### config.mk
export PLATFORM = sky130hd
export DESIGN_NAME = pm_link_slave
export DESIGN_NICKNAME = d
export VERILOG_FILES = /design/src/pmbus_slave_pkg.sv /design/src/pm_link_slave.sv /design/src/byte_fifo.sv
export SDC_FILE = /design/constraint.sdc
export NUM_CORES = 1
export LEC_CHECK = 0
export BUFFER_PORTS_ARGS = -buffer_cell sky130_fd_sc_hd__buf_2
export CAP_MARGIN = 40
export CORE_UTILIZATION = 50
export CTS_BUF_LIST = sky130_fd_sc_hd__clkbuf_16
export CTS_CLUSTER_SIZE = 14
export DETAILED_ROUTE_END_ITERATION = 8
export PLACE_DENSITY = 0.67
export SLEW_MARGIN = 15
export SYNTH_ARGS = -nofsm -noshare
export SYNTH_HDL_FRONTEND = slang
export SYNTH_HIERARCHICAL = 1
export SYNTH_SLANG_ARGS = --single-unit
### constraint.sdc
create_clock -name sys_clk -period 5.9 [get_ports sys_clk]
set_clock_uncertainty 0.15 [all_clocks]
set_input_delay 0.295 -clock sys_clk [delete_from_list [all_inputs] [get_ports sys_clk]]
set_output_delay 0.295 -clock sys_clk [all_outputs]
set_load 0.02 [all_outputs]
### src/pmbus_slave_pkg.sv
// constants shared by the power-management bus slave and its receive fifo
package pmbus_slave_pkg;
	// core clock and bus timeout
	localparam int unsigned CLK_HZ      = 40_000_000;
	localparam int unsigned TIMEOUT_MS  = 25;
	localparam int unsigned TIMEOUT_CYC = TIMEOUT_MS * (CLK_HZ / 1000);
	localparam int unsigned CNT_W       = 20;

	// addressing and command codes
	localparam logic [6:0] ADDR_BASE   = 7'h58;
	localparam logic [6:0] GCALL_ADDR  = 7'h00;
	localparam logic [7:0] EXT_PREFIX  = 8'hFE;
	localparam logic [7:0] FILL_BYTE   = 8'hFF;
	localparam logic [3:0] LAST_BIT    = 4'h7;

	// summary status byte layout
	localparam int unsigned COMM_FAULT_BIT = 1;
	localparam logic        FAULT_RST      = 1'b0;

	// receive buffer shape
	localparam int unsigned FIFO_WIDTH = 8;
	localparam int unsigned FIFO_DEPTH = 32;

	// protocol engine states
	typedef enum logic [5:0] {
		ST_IDLE = 6'b000001,
		ST_RX   = 6'b000010,
		ST_RACK = 6'b000100,
		ST_TX   = 6'b001000,
		ST_TACK = 6'b010000,
		ST_WAIT = 6'b100000
	} state_e;
endpackage

### src/pm_link_slave.sv
// power-management bus slave: byte framing, command decode, faults
`timescale 1ns/1ps
// Summary of operation
// - words go low byte first; each byte moves msb first
// - extension prefix byte is followed by a second code byte of any value
// - slave never drives scl; it only holds it low during low phase
// - hold scl low while receive buffer full or read data not ready
// - total clock holding capped at the timeout; then release and go idle
// - scl low past timeout aborts transfer, frees lines, accepts new start
// - acknowledge own address and the general call address
// - same behaviour at standard and fast bus rates
// - no checksum byte generated or checked, no busy signalling
// - start or stop mid-byte drops the partial byte without fault
// - early stop is no error; only pending transmit data is flushed
// - surplus written bytes are nacked, transfer discarded, fault set
// - surplus reads return all-ones bytes and set the fault
// - read bit in first address: ack it, nack rest, send ones, fault
// - unknown command code: nack it and data, discard, set fault
// - reserved status bits ignore writes and read as zero
// - write to read-only command: nack data, discard, set fault
// - read from write-only command: send all-ones bytes, set fault
// - receiver acks each byte low; master nacks last read byte
// - own address is base plus three-bit select pin value
// - commands execute only when the closing stop arrives
module pm_link_slave
	import pmbus_slave_pkg::*;
#(
	parameter int unsigned TO_CYC = pmbus_slave_pkg::TIMEOUT_CYC
) (
	input  wire logic       sys_clk,
	input  wire logic       nrst,
	input  wire logic       scl_i,
	output logic            scl_o,
	output logic            scl_oe,
	input  wire logic       sda_i,
	output logic            sda_o,
	output logic            sda_oe,
	input  wire logic [2:0] addr_sel,
	output logic      [7:0] cmd_code,
	output logic      [7:0] cmd_ext_code,
	output logic            cmd_ext,
	input  wire logic       cmd_known,
	input  wire logic [7:0] cmd_wr_len,
	input  wire logic [7:0] cmd_rd_len,
	output logic      [7:0] wr_data,
	output logic            wr_valid,
	input  wire logic       wr_ready,
	input  wire logic [7:0] rd_data,
	input  wire logic       rd_valid,
	output logic            rd_ready,
	output logic            cmd_done,
	output logic            cmd_abort,
	output logic            tx_flush,
	input  wire logic       fault_clr,
	output logic            comm_fault_flag,
	output logic      [7:0] status_summary
);
	import pmbus_slave_pkg::*;

	state_e           state_q;
	logic [2:0]       scl_sy_q;
	logic [2:0]       sda_sy_q;
	logic [2:0]       asel_m_q;
	logic [2:0]       asel_s_q;
	logic [3:0]       bitcnt_q;
	logic [7:0]       sr_q;
	logic [7:0]       wr_cnt_q;
	logic [7:0]       rd_cnt_q;
	logic [CNT_W-1:0] low_cnt_q;
	logic [CNT_W-1:0] hold_cnt_q;
	logic [6:0]       own_addr;
	logic [7:0]       byte_in;
	logic             scl_s;
	logic             sda_s;
	logic             scl_rise;
	logic             scl_fall;
	logic             start_det;
	logic             stop_det;
	logic             timeout;
	logic             byte_done_q;
	logic             dec_q;
	logic             drv_q;
	logic             ack_q;
	logic             need_push_q;
	logic             push_q;
	logic             addr_phase_q;
	logic             addressed_q;
	logic             rd_dir_q;
	logic             rd_seen_q;
	logic             cmd_seen_q;
	logic             ext_pend_q;
	logic             fault_txn_q;
	logic             ff_mode_q;
	logic             loaded_q;
	logic             mack_q;
	logic             fault_pulse_q;
	logic             fifo_in_ready;

	// open-drain lines only ever pull low
	assign scl_o = 1'b0;
	assign sda_o = 1'b0;
	assign status_summary = 8'(comm_fault_flag) << COMM_FAULT_BIT;

	// two-flop synchronisers, third stage only for edge finding
	always_ff @(posedge sys_clk) begin
		if (!nrst) begin
			scl_sy_q <= 3'h7;
			sda_sy_q <= 3'h7;
			asel_m_q <= 3'h0;
			asel_s_q <= 3'h0;
		end else begin
			scl_sy_q <= {scl_sy_q[1:0], scl_i};
			sda_sy_q <= {sda_sy_q[1:0], sda_i};
			asel_m_q <= addr_sel;
			asel_s_q <= asel_m_q;
		end
	end

	// 40 MHz sampling gives 100 cycles per bit even at fast rate
	assign scl_s     = scl_sy_q[1];
	assign sda_s     = sda_sy_q[1];
	assign scl_rise  = scl_sy_q[1] & ~scl_sy_q[2];
	assign scl_fall  = ~scl_sy_q[1] & scl_sy_q[2];
	assign start_det = scl_sy_q[1] & scl_sy_q[2] & sda_sy_q[2] & ~sda_s;
	assign stop_det  = scl_sy_q[1] & scl_sy_q[2] & ~sda_sy_q[2] & sda_s;
	assign own_addr  = ADDR_BASE | {4'h0, asel_s_q};
	assign byte_in   = {sr_q[6:0], sda_s};

	// a held-low clock, by anyone, ends the transfer at the limit
	assign timeout = (low_cnt_q == CNT_W'(TO_CYC - 1)) ||
		(hold_cnt_q == CNT_W'(TO_CYC - 1));

	// low-phase length and accumulated own stretch, idle resets both
	always_ff @(posedge sys_clk) begin
		if (!nrst || state_q == ST_IDLE) begin
			low_cnt_q  <= '0;
			hold_cnt_q <= '0;
		end else begin
			low_cnt_q  <= scl_s ? '0 : low_cnt_q + 1'b1;
			if (scl_oe) begin
				hold_cnt_q <= hold_cnt_q + 1'b1;
			end
		end
	end

	// sticky fault flag; a new fault beats a clear in the same cycle
	always_ff @(posedge sys_clk) begin
		if (!nrst) begin
			comm_fault_flag <= FAULT_RST;
		end else if (fault_pulse_q) begin
			comm_fault_flag <= 1'b1;
		end else if (fault_clr) begin
			comm_fault_flag <= 1'b0;
		end
	end

	// protocol engine: framing, ack decisions, stretching, fill data
	always_ff @(posedge sys_clk) begin
		if (!nrst) begin
			state_q <= ST_IDLE;
			{scl_oe, sda_oe, rd_ready, push_q} <= 4'h0;
			{cmd_done, cmd_abort, tx_flush} <= 3'h0;
			{byte_done_q, dec_q, drv_q, ack_q, need_push_q} <= 5'h0;
			{addr_phase_q, addressed_q, rd_dir_q, rd_seen_q} <= 4'h0;
			{cmd_seen_q, ext_pend_q, fault_txn_q, ff_mode_q} <= 4'h0;
			{loaded_q, mack_q, fault_pulse_q, cmd_ext} <= 4'h0;
			bitcnt_q     <= 4'h0;
			sr_q         <= 8'h00;
			wr_cnt_q     <= 8'h00;
			rd_cnt_q     <= 8'h00;
			cmd_code     <= 8'h00;
			cmd_ext_code <= 8'h00;
		end else begin
			{rd_ready, push_q, cmd_done, cmd_abort} <= 4'h0;
			{tx_flush, byte_done_q, fault_pulse_q} <= 3'h0;
			if (timeout) begin
				state_q   <= ST_IDLE;
				scl_oe    <= 1'b0;
				sda_oe    <= 1'b0;
				cmd_abort <= 1'b1;
			end else if (stop_det) begin
				// writes commit here, never earlier
				// a stop after a timeout finds idle and must not replay
				cmd_done  <= (state_q != ST_IDLE) & cmd_seen_q & ~rd_seen_q
					& ~fault_txn_q;
				cmd_abort <= (state_q != ST_IDLE) & fault_txn_q;
				tx_flush  <= (state_q != ST_IDLE) & addressed_q
					& rd_dir_q;
				state_q   <= ST_IDLE;
				bitcnt_q  <= 4'h0;
				scl_oe    <= 1'b0;
				sda_oe    <= 1'b0;
			end else if (start_det) begin
				if (state_q == ST_IDLE) begin
					{cmd_seen_q, ext_pend_q, fault_txn_q} <= 3'h0;
					{rd_seen_q, ff_mode_q} <= 2'h0;
					wr_cnt_q <= 8'h00;
				end
				state_q      <= ST_RX;
				addr_phase_q <= 1'b1;
				bitcnt_q     <= 4'h0;
				scl_oe       <= 1'b0;
				sda_oe       <= 1'b0;
			end else begin
				case (state_q)
					ST_RX: begin
						if (scl_rise) begin
							sr_q <= byte_in;
							if (bitcnt_q == LAST_BIT) begin
								bitcnt_q    <= 4'h0;
								byte_done_q <= 1'b1;
								{dec_q, drv_q} <= 2'h0;
								state_q     <= ST_RACK;
								if (!addr_phase_q && ext_pend_q) begin
									cmd_ext_code <= byte_in;
								end else if (!addr_phase_q && !cmd_seen_q) begin
									cmd_code     <= byte_in;
									cmd_ext      <= (byte_in == EXT_PREFIX);
									cmd_ext_code <= 8'h00;
								end
							end else begin
								bitcnt_q <= bitcnt_q + 1'b1;
							end
						end
					end
					ST_RACK: begin
						if (byte_done_q) begin
							dec_q <= 1'b1;
							if (addr_phase_q) begin
								addr_phase_q <= 1'b0;
								if (sr_q[7:1] == own_addr ||
									(sr_q[7:1] == GCALL_ADDR && !sr_q[0])) begin
									ack_q       <= 1'b1;
									addressed_q <= 1'b1;
									rd_dir_q    <= sr_q[0];
									if (sr_q[0]) begin
										rd_seen_q <= 1'b1;
										rd_cnt_q  <= 8'h00;
										// read before any command is a content fault
										ff_mode_q <= ~cmd_seen_q | fault_txn_q;
										if (!cmd_seen_q) begin
											fault_txn_q   <= 1'b1;
											fault_pulse_q <= 1'b1;
										end
									end
								end else begin
									ack_q       <= 1'b0;
									addressed_q <= 1'b0;
								end
							end else if (!cmd_seen_q && !fault_txn_q &&
								sr_q == EXT_PREFIX) begin
								ack_q      <= 1'b1;
								cmd_seen_q <= 1'b1;
								ext_pend_q <= 1'b1;
							end else if (!cmd_seen_q || ext_pend_q) begin
								cmd_seen_q <= 1'b1;
								ext_pend_q <= 1'b0;
								ack_q      <= cmd_known & ~fault_txn_q;
								if (!cmd_known && !fault_txn_q) begin
									fault_txn_q   <= 1'b1;
									fault_pulse_q <= 1'b1;
								end
							end else if (fault_txn_q || wr_cnt_q >= cmd_wr_len) begin
								// surplus or read-only target; no checksum byte expected
								ack_q         <= 1'b0;
								fault_txn_q   <= 1'b1;
								fault_pulse_q <= ~fault_txn_q;
							end else begin
								ack_q       <= 1'b1;
								need_push_q <= 1'b1;
								wr_cnt_q    <= wr_cnt_q + 1'b1;
							end
						end else if (dec_q && !drv_q && !scl_s) begin
							// stall the master rather than overflow the buffer
							if (need_push_q && !fifo_in_ready) begin
								scl_oe <= 1'b1;
							end else begin
								scl_oe      <= 1'b0;
								sda_oe      <= ack_q;
								drv_q       <= 1'b1;
								push_q      <= need_push_q;
								need_push_q <= 1'b0;
							end
						end else if (drv_q && scl_fall) begin
							sda_oe   <= 1'b0;
							loaded_q <= 1'b0;
							if (!addressed_q) begin
								state_q <= ST_WAIT;
							end else if (rd_dir_q) begin
								state_q <= ST_TX;
							end else begin
								state_q <= ST_RX;
							end
						end
					end
					ST_TX: begin
						if (!loaded_q) begin
							if (ff_mode_q || rd_cnt_q >= cmd_rd_len) begin
								sr_q     <= FILL_BYTE;
								loaded_q <= 1'b1;
								scl_oe   <= 1'b0;
								sda_oe   <= 1'b0;
								if (!ff_mode_q) begin
									ff_mode_q     <= 1'b1;
									fault_pulse_q <= 1'b1;
								end
							end else if (rd_valid) begin
								sr_q     <= rd_data;
								rd_ready <= 1'b1;
								loaded_q <= 1'b1;
								scl_oe   <= 1'b0;
								sda_oe   <= ~rd_data[7];
								rd_cnt_q <= rd_cnt_q + 1'b1;
							end else begin
								scl_oe <= 1'b1;
							end
						end else if (scl_fall) begin
							if (bitcnt_q == LAST_BIT) begin
								bitcnt_q <= 4'h0;
								sda_oe   <= 1'b0;
								state_q  <= ST_TACK;
							end else begin
								bitcnt_q <= bitcnt_q + 1'b1;
								sr_q     <= {sr_q[6:0], 1'b1};
								sda_oe   <= ~sr_q[6];
							end
						end
					end
					ST_TACK: begin
						if (scl_rise) begin
							mack_q <= ~sda_s;
						end else if (scl_fall) begin
							loaded_q <= 1'b0;
							state_q  <= mack_q ? ST_TX : ST_WAIT;
						end
					end
					ST_WAIT, ST_IDLE: begin
						sda_oe <= 1'b0;
						scl_oe <= 1'b0;
					end
					default: begin
						state_q <= ST_IDLE;
					end
				endcase
			end
		end
	end

	byte_fifo #(
		.WIDTH (FIFO_WIDTH),
		.DEPTH (FIFO_DEPTH)
	) u_rx_fifo (
		.sys_clk   (sys_clk),
		.nrst      (nrst),
		.flush     (cmd_abort),
		.in_data   (sr_q),
		.in_valid  (push_q),
		.in_ready  (fifo_in_ready),
		.out_data  (wr_data),
		.out_valid (wr_valid),
		.out_ready (wr_ready)
	);
endmodule

### src/byte_fifo.sv
// synchronous fifo with registered full and empty flags
`timescale 1ns/1ps
module byte_fifo #(
	parameter int unsigned WIDTH = 8,
	parameter int unsigned DEPTH = 32
) (
	input  wire logic             sys_clk,
	input  wire logic             nrst,
	input  wire logic             flush,
	input  wire logic [WIDTH-1:0] in_data,
	input  wire logic             in_valid,
	output logic                  in_ready,
	output logic      [WIDTH-1:0] out_data,
	output logic                  out_valid,
	input  wire logic             out_ready
);
	localparam int unsigned AW = $clog2(DEPTH);

	logic [WIDTH-1:0] mem [DEPTH];
	logic [AW-1:0]    wr_ptr_q;
	logic [AW-1:0]    rd_ptr_q;
	logic [AW:0]      count_q;
	logic [AW:0]      count_d;
	logic             full_q;
	logic             empty_q;
	logic             push;
	logic             pop;

	assign push      = in_valid & ~full_q;
	assign pop       = out_ready & ~empty_q;
	assign in_ready  = ~full_q;
	assign out_valid = ~empty_q;
	assign out_data  = mem[rd_ptr_q];

	// occupancy after this cycle's push and pop
	always_comb begin
		count_d = count_q;
		if (push && !pop) begin
			count_d = count_q + 1'b1;
		end else if (pop && !push) begin
			count_d = count_q - 1'b1;
		end
	end

	// storage array needs no reset
	always_ff @(posedge sys_clk) begin
		if (push) begin
			mem[wr_ptr_q] <= in_data;
		end
	end

	// pointers and flags; flags registered so ports come from flops
	always_ff @(posedge sys_clk) begin
		if (!nrst || flush) begin
			wr_ptr_q <= '0;
			rd_ptr_q <= '0;
			count_q  <= '0;
			full_q   <= 1'b0;
			empty_q  <= 1'b1;
		end else begin
			if (push) begin
				wr_ptr_q <= wr_ptr_q + 1'b1;
			end
			if (pop) begin
				rd_ptr_q <= rd_ptr_q + 1'b1;
			end
			count_q <= count_d;
			full_q  <= (count_d == (AW+1)'(DEPTH));
			empty_q <= (count_d == '0);
		end
	end
endmodule

==> flow_summary.html <==
<table>
<tr><th>Metric</th><th>Value</th></tr>
<tr><th colspan="2">Die</th></tr>
<tr><td>Die height</td><td>189 um</td></tr>
<tr><td>Row count</td><td>68</td></tr>
<tr><td>Ports placed on the boundary</td><td>78</td></tr>
<tr><td>Initial Utilization</td><td>50.7%</td></tr>
<tr><td>Area of the die</td><td>35800 um^2</td></tr>
<tr><td>Die outline width</td><td>189 um</td></tr>
<tr><td>Area of the core</td><td>34500 um^2</td></tr>
<tr><th colspan="2">CTS</th></tr>
<tr><td>Cell at the root of the clock tree</td><td>clkbuf_16</td></tr>
<tr><td>Clock latency on the worst-skew pair</td><td>550 ps</td></tr>
<tr><td>Max clock buf depth</td><td>3</td></tr>
<tr><td>Clock tree from TritonCTS</td><td>done</td></tr>
<tr><td>Number of CTS-inserted buffers</td><td>42</td></tr>
<tr><td>Hold-fix buffers, CTS</td><td>10</td></tr>
<tr><td>Clk slew on worst S/H paths</td><td>60 ps</td></tr>
<tr><td>Gates resized, CTS repair</td><td>0</td></tr>
<tr><td>Clk sinks</td><td>406</td></tr>
<tr><td>H-tree depth</td><td>2</td></tr>
<tr><td>Count of buffers added by post-CTS timing repair for setup</td><td>0</td></tr>
<tr><th colspan="2">Synth</th></tr>
<tr><td>Proportion of netlist area held by the largest area contributor</td><td>43.9%</td></tr>
<tr><td>Ys Warns</td><td>6</td></tr>
<tr><td>Synth Instances</td><td>1333</td></tr>
<tr><td>Largest area contributor in the synthesized netlist</td><td>edfxtp_1</td></tr>
<tr><td>Commonest cells in the synthesized netlist</td><td>edfxtp_1, dfxtp_1, nor2_1</td></tr>
<tr><td>Largest cells by area after synthesis</td><td>edfxtp_1, dfxtp_1, mux4_2</td></tr>
<tr><td>Async set-or-reset flop fraction in the synthesized netlist</td><td>0%</td></tr>
<tr><td>Number of register bits inferred by synthesis</td><td>406</td></tr>
<tr><td>Number of different library cells in the post-synthesis netlist</td><td>78</td></tr>
<tr><td>Share of the yosys chip area belonging to registers</td><td>61.0%</td></tr>
<tr><td>Netlist area before placement</td><td>17500 um^2</td></tr>
<tr><td>Post-Syn Area per Cell</td><td>13.1 um^2</td></tr>
<tr><td>Cell with the most instances after synthesis</td><td>edfxtp_1</td></tr>
<tr><td>Count of flip-flops with a built-in enable after synthesis</td><td>256</td></tr>
<tr><td>Most common flop cell mapped by yosys</td><td>edfxtp_1</td></tr>
<tr><th colspan="2">Timing</th></tr>
<tr><td>Slew Limit Fails</td><td>0</td></tr>
<tr><td>Setup violations, final</td><td>0</td></tr>
<tr><td>Portion of the clock cycle consumed by the worst path in the final layout</td><td>61.5%</td></tr>
<tr><td>RSZ-0062 raised after global routing</td><td>no</td></tr>
<tr><td>Final sum of negative setup slack</td><td>0 ps</td></tr>
<tr><td>Clock period minus worst slack</td><td>3630 ps</td></tr>
<tr><td>Number of hold violations in the final report</td><td>0</td></tr>
<tr><td>Max transition margin</td><td>40.1%</td></tr>
<tr><td>Actual transition at the worst max-transition pin</td><td>896 ps</td></tr>
<tr><td>Fmax</td><td>276 MHz</td></tr>
<tr><th colspan="2">Setup path</th></tr>
<tr><td>Critical path peak fanout</td><td>33</td></tr>
<tr><td>Startpoint kind of the worst setup timing path</td><td>register</td></tr>
<tr><td>Crit path required time</td><td>5450 ps</td></tr>
<tr><td>Setup Crit Path Kind</td><td>register to output pin</td></tr>
<tr><td>Critical path capture point type</td><td>output pin</td></tr>
<tr><td>Capture instance of the worst register-to-register path</td><td>rd_cnt_q[1]</td></tr>
<tr><td>Worst reg2reg path startpoint</td><td>sr_q[5]</td></tr>
<tr><td>Worst Path Arrival</td><td>3180 ps</td></tr>
<tr><td>Slack of the worst reg-to-reg path</td><td>2540 ps</td></tr>
<tr><td>Number of cells on the worst reg-to-reg path</td><td>7</td></tr>
<tr><th colspan="2">Power</th></tr>
<tr><td>Part of the power in combinational logic</td><td>5.1%</td></tr>
<tr><td>Highest ir drop seen on vdd</td><td>0.178 mV</td></tr>
<tr><td>Flop pwr share</td><td>51.4%</td></tr>
<tr><td>Switching power</td><td>1.32 mW</td></tr>
<tr><td>Lkg Pwr</td><td>6.28 nW</td></tr>
<tr><td>Clock share of power</td><td>43.4%</td></tr>
<tr><td>Power Density</td><td>304 nW/um^2</td></tr>
<tr><td>Internal power of the cells</td><td>4.68 mW</td></tr>
<tr><td>Net switching share of the total power</td><td>22.0%</td></tr>
<tr><th colspan="2">GRT</th></tr>
<tr><td>Wire length of the first global-routing pass</td><td>60600 um</td></tr>
<tr><td>Vias in the first global route</td><td>10900</td></tr>
<tr><td>Global Route Usage Sum</td><td>21.9%</td></tr>
<tr><td>Number of antenna violations at the first check in global routing</td><td>1</td></tr>
<tr><td>Global route overflow</td><td>0</td></tr>
<tr><td>Pin count of the biggest net entering global routing</td><td>68</td></tr>
<tr><th colspan="2">Run status</th></tr>
<tr><td>Outcome</td><td>completed</td></tr>
<tr><th colspan="2">Routing</th></tr>
<tr><td>First-pass DRT Iterations</td><td>6</td></tr>
<tr><td>Avg WL per Cell</td><td>20.5 um</td></tr>
<tr><td>Count of nets left with antenna violations after detail routing</td><td>0</td></tr>
<tr><td>Vias after detailed routing</td><td>11100</td></tr>
<tr><td>DRC violation count after routing</td><td>0</td></tr>
<tr><td>Initial drt markers</td><td>959</td></tr>
<tr><td>Number of vias per cell</td><td>5.83</td></tr>
<tr><td>Total length of routed wires</td><td>38900 um</td></tr>
<tr><th colspan="2">Placement</th></tr>
<tr><td>Number of input and output port buffers inserted</td><td>68</td></tr>
<tr><td>Weighted congestion at the end of routability-driven global placement</td><td>0.924</td></tr>
<tr><td>DPL Wire Length</td><td>25300 um</td></tr>
<tr><th colspan="2">Min path</th></tr>
<tr><td>Worst hold path startpoint</td><td>rd_data[1]</td></tr>
<tr><td>Endpoint of the worst hold-timing path</td><td>sr_q[1]</td></tr>
<tr><td>Cell depth of the worst min-delay path</td><td>3</td></tr>
<tr><td>Type of the tightest min-delay check</td><td>input port to register</td></tr>
<tr><th colspan="2">Layout</th></tr>
<tr><td># nets final</td><td>1476</td></tr>
<tr><td>Synthesis-to-finish area growth</td><td>12.5%</td></tr>
<tr><td>Number of fillers in the final layout</td><td>2808</td></tr>
<tr><td>Number of antenna cells inserted</td><td>0</td></tr>
<tr><td>Final core utilization</td><td>57.1%</td></tr>
<tr><td>Fraction of final layout cells sized beyond drive strength 1</td><td>16.4%</td></tr>
<tr><th colspan="2">Run</th></tr>
<tr><td>Count of maximum capacitance violations</td><td>0</td></tr>
</table>
-- metal layers --
layer / wire [um] / track usage (%) / vias to the layer above / part of all wire (%)
li1: - / - / 5167 / -
met1: 16300 / 29.1 / 5449 / 42
met2: 19200 / 37.5 / 389 / 49
met3: 2470 / 3.06 / 70 / 6.3
met4: 967 / 6.48 / 2 / 2.5
met5: 13 / 0 / - / 0.033
-- state kept, by name, indices dropped and copies added (netlist names), 4 cells and up, named ones only --
name                flops
u_rx_fifo/mem         256
hold_cnt_q             20
low_cnt_q              20
cmd_code                8
cmd_ext_code            8
rd_cnt_q                8
sr_q                    8
wr_cnt_q                8
state_q                 6
u_rx_fifo/count_q       6
u_rx_fifo/rd_ptr_q      5
u_rx_fifo/wr_ptr_q      5
bitcnt_q                4
-- metrics by stage --
stage / hold WS (ps) / cells / instance area, um^2 / worst slack [ps] / total power [mW]
floorplan: 232 / 1341 / 17600 / 3290 / 3.39
global placement: 239 / 1800 / 18100 / 2670 / 3.44
detailed placement: 246 / 1810 / 18200 / 2580 / 3.45
CTS: 2.65 / 1895 / 19700 / 2190 / 6.05
global route: 25.4 / 1899 / 19700 / 2060 / 6.18
finish: 20.9 / 1899 / 19700 / 2270 / 6.00
-- worst max-delay path, stage by stage, from the launching register on --
cell and delay [ps]:
dfxtp_4 770, buf_4 540, mux4_2 610, mux2i_1 150
o22ai_1 110, or2_1 250, buf_2 160
-- worst max-delay path by stage --
stage	from	to	slack (ps)	depth (start not counted)
after floorplan	sr_q[4]	rd_cnt_q[1]	3290	6
after global placement	sr_q[4]	rd_cnt_q[1]	2670	7
after detailed placement	sr_q[5]	rd_cnt_q[1]	2580	7
after CTS	register	wr_data[3]	2190	6
after global routing	register	wr_data[5]	2060	6
final	register	wr_data[2]	2270	6
-- power groups by stage --
stage | combinational, mW | sequential (mW) | clock [mW]
global placement | 0.282 | 3.16 | 0
CTS | 0.308 | 3.09 | 2.65
finish | 0.307 | 3.09 | 2.61
floorplan | 0.303 | 3.09 | 0
detailed placement | 0.301 | 3.15 | 0
global route | 0.336 | 3.10 | 2.75
-- cells by family (layout without fill, tap and decap cells) --
family	Yosys count	after routing	synth area share, %
AOI/OAI and AO/OA	154	154	5.93
xor gates and xnor gates	50	50	2.50
adders and majority gates	28	28	2.00
buffers and inverters	114	217	3.21
DFF	406	406	61.0
muxes	121	121	11.5
other	1	9	0.0214
and+or+nand+nor	459	459	13.8
-- layout by cell type, fill, tap and decap left out, drive strengths merged, types with 7 or more instances in the layout --
cell type / n
a211oi: 8
a21oi: 36
and2: 13
and3: 7
buf: 91
clkbuf: 44
clkinv: 10
conb: 9
dfxtp: 150
dlygate4sd3: 10
edfxtp: 256
ha: 28
inv: 54
mux2i: 57
mux4: 64
nand2: 80
nand2b: 33
nand3: 48
nand4: 30
nor2: 130
nor2b: 8
nor3: 26
nor4: 17
o21ai: 28
o22ai: 20
o311ai: 7
o31ai: 10
or2: 11
or3: 9
or4: 14
xnor2: 14
xor2: 36
-- cell type report --
class                           instances  area (um^2)  share of cell area (%)
Clock inverter                         33          317                    1.61
Inverter                               39          146                   0.742
Timing Repair Buffer                  103          637                    3.23
Multi-Input combinational cell        821         6300                    31.9
Sequential cell                       406        10700                    54.3
Tap cell                              455          569                    2.89
Clock buffer                           42         1050                    5.33
No activity file was read; power rests on OpenSTA's default activity.
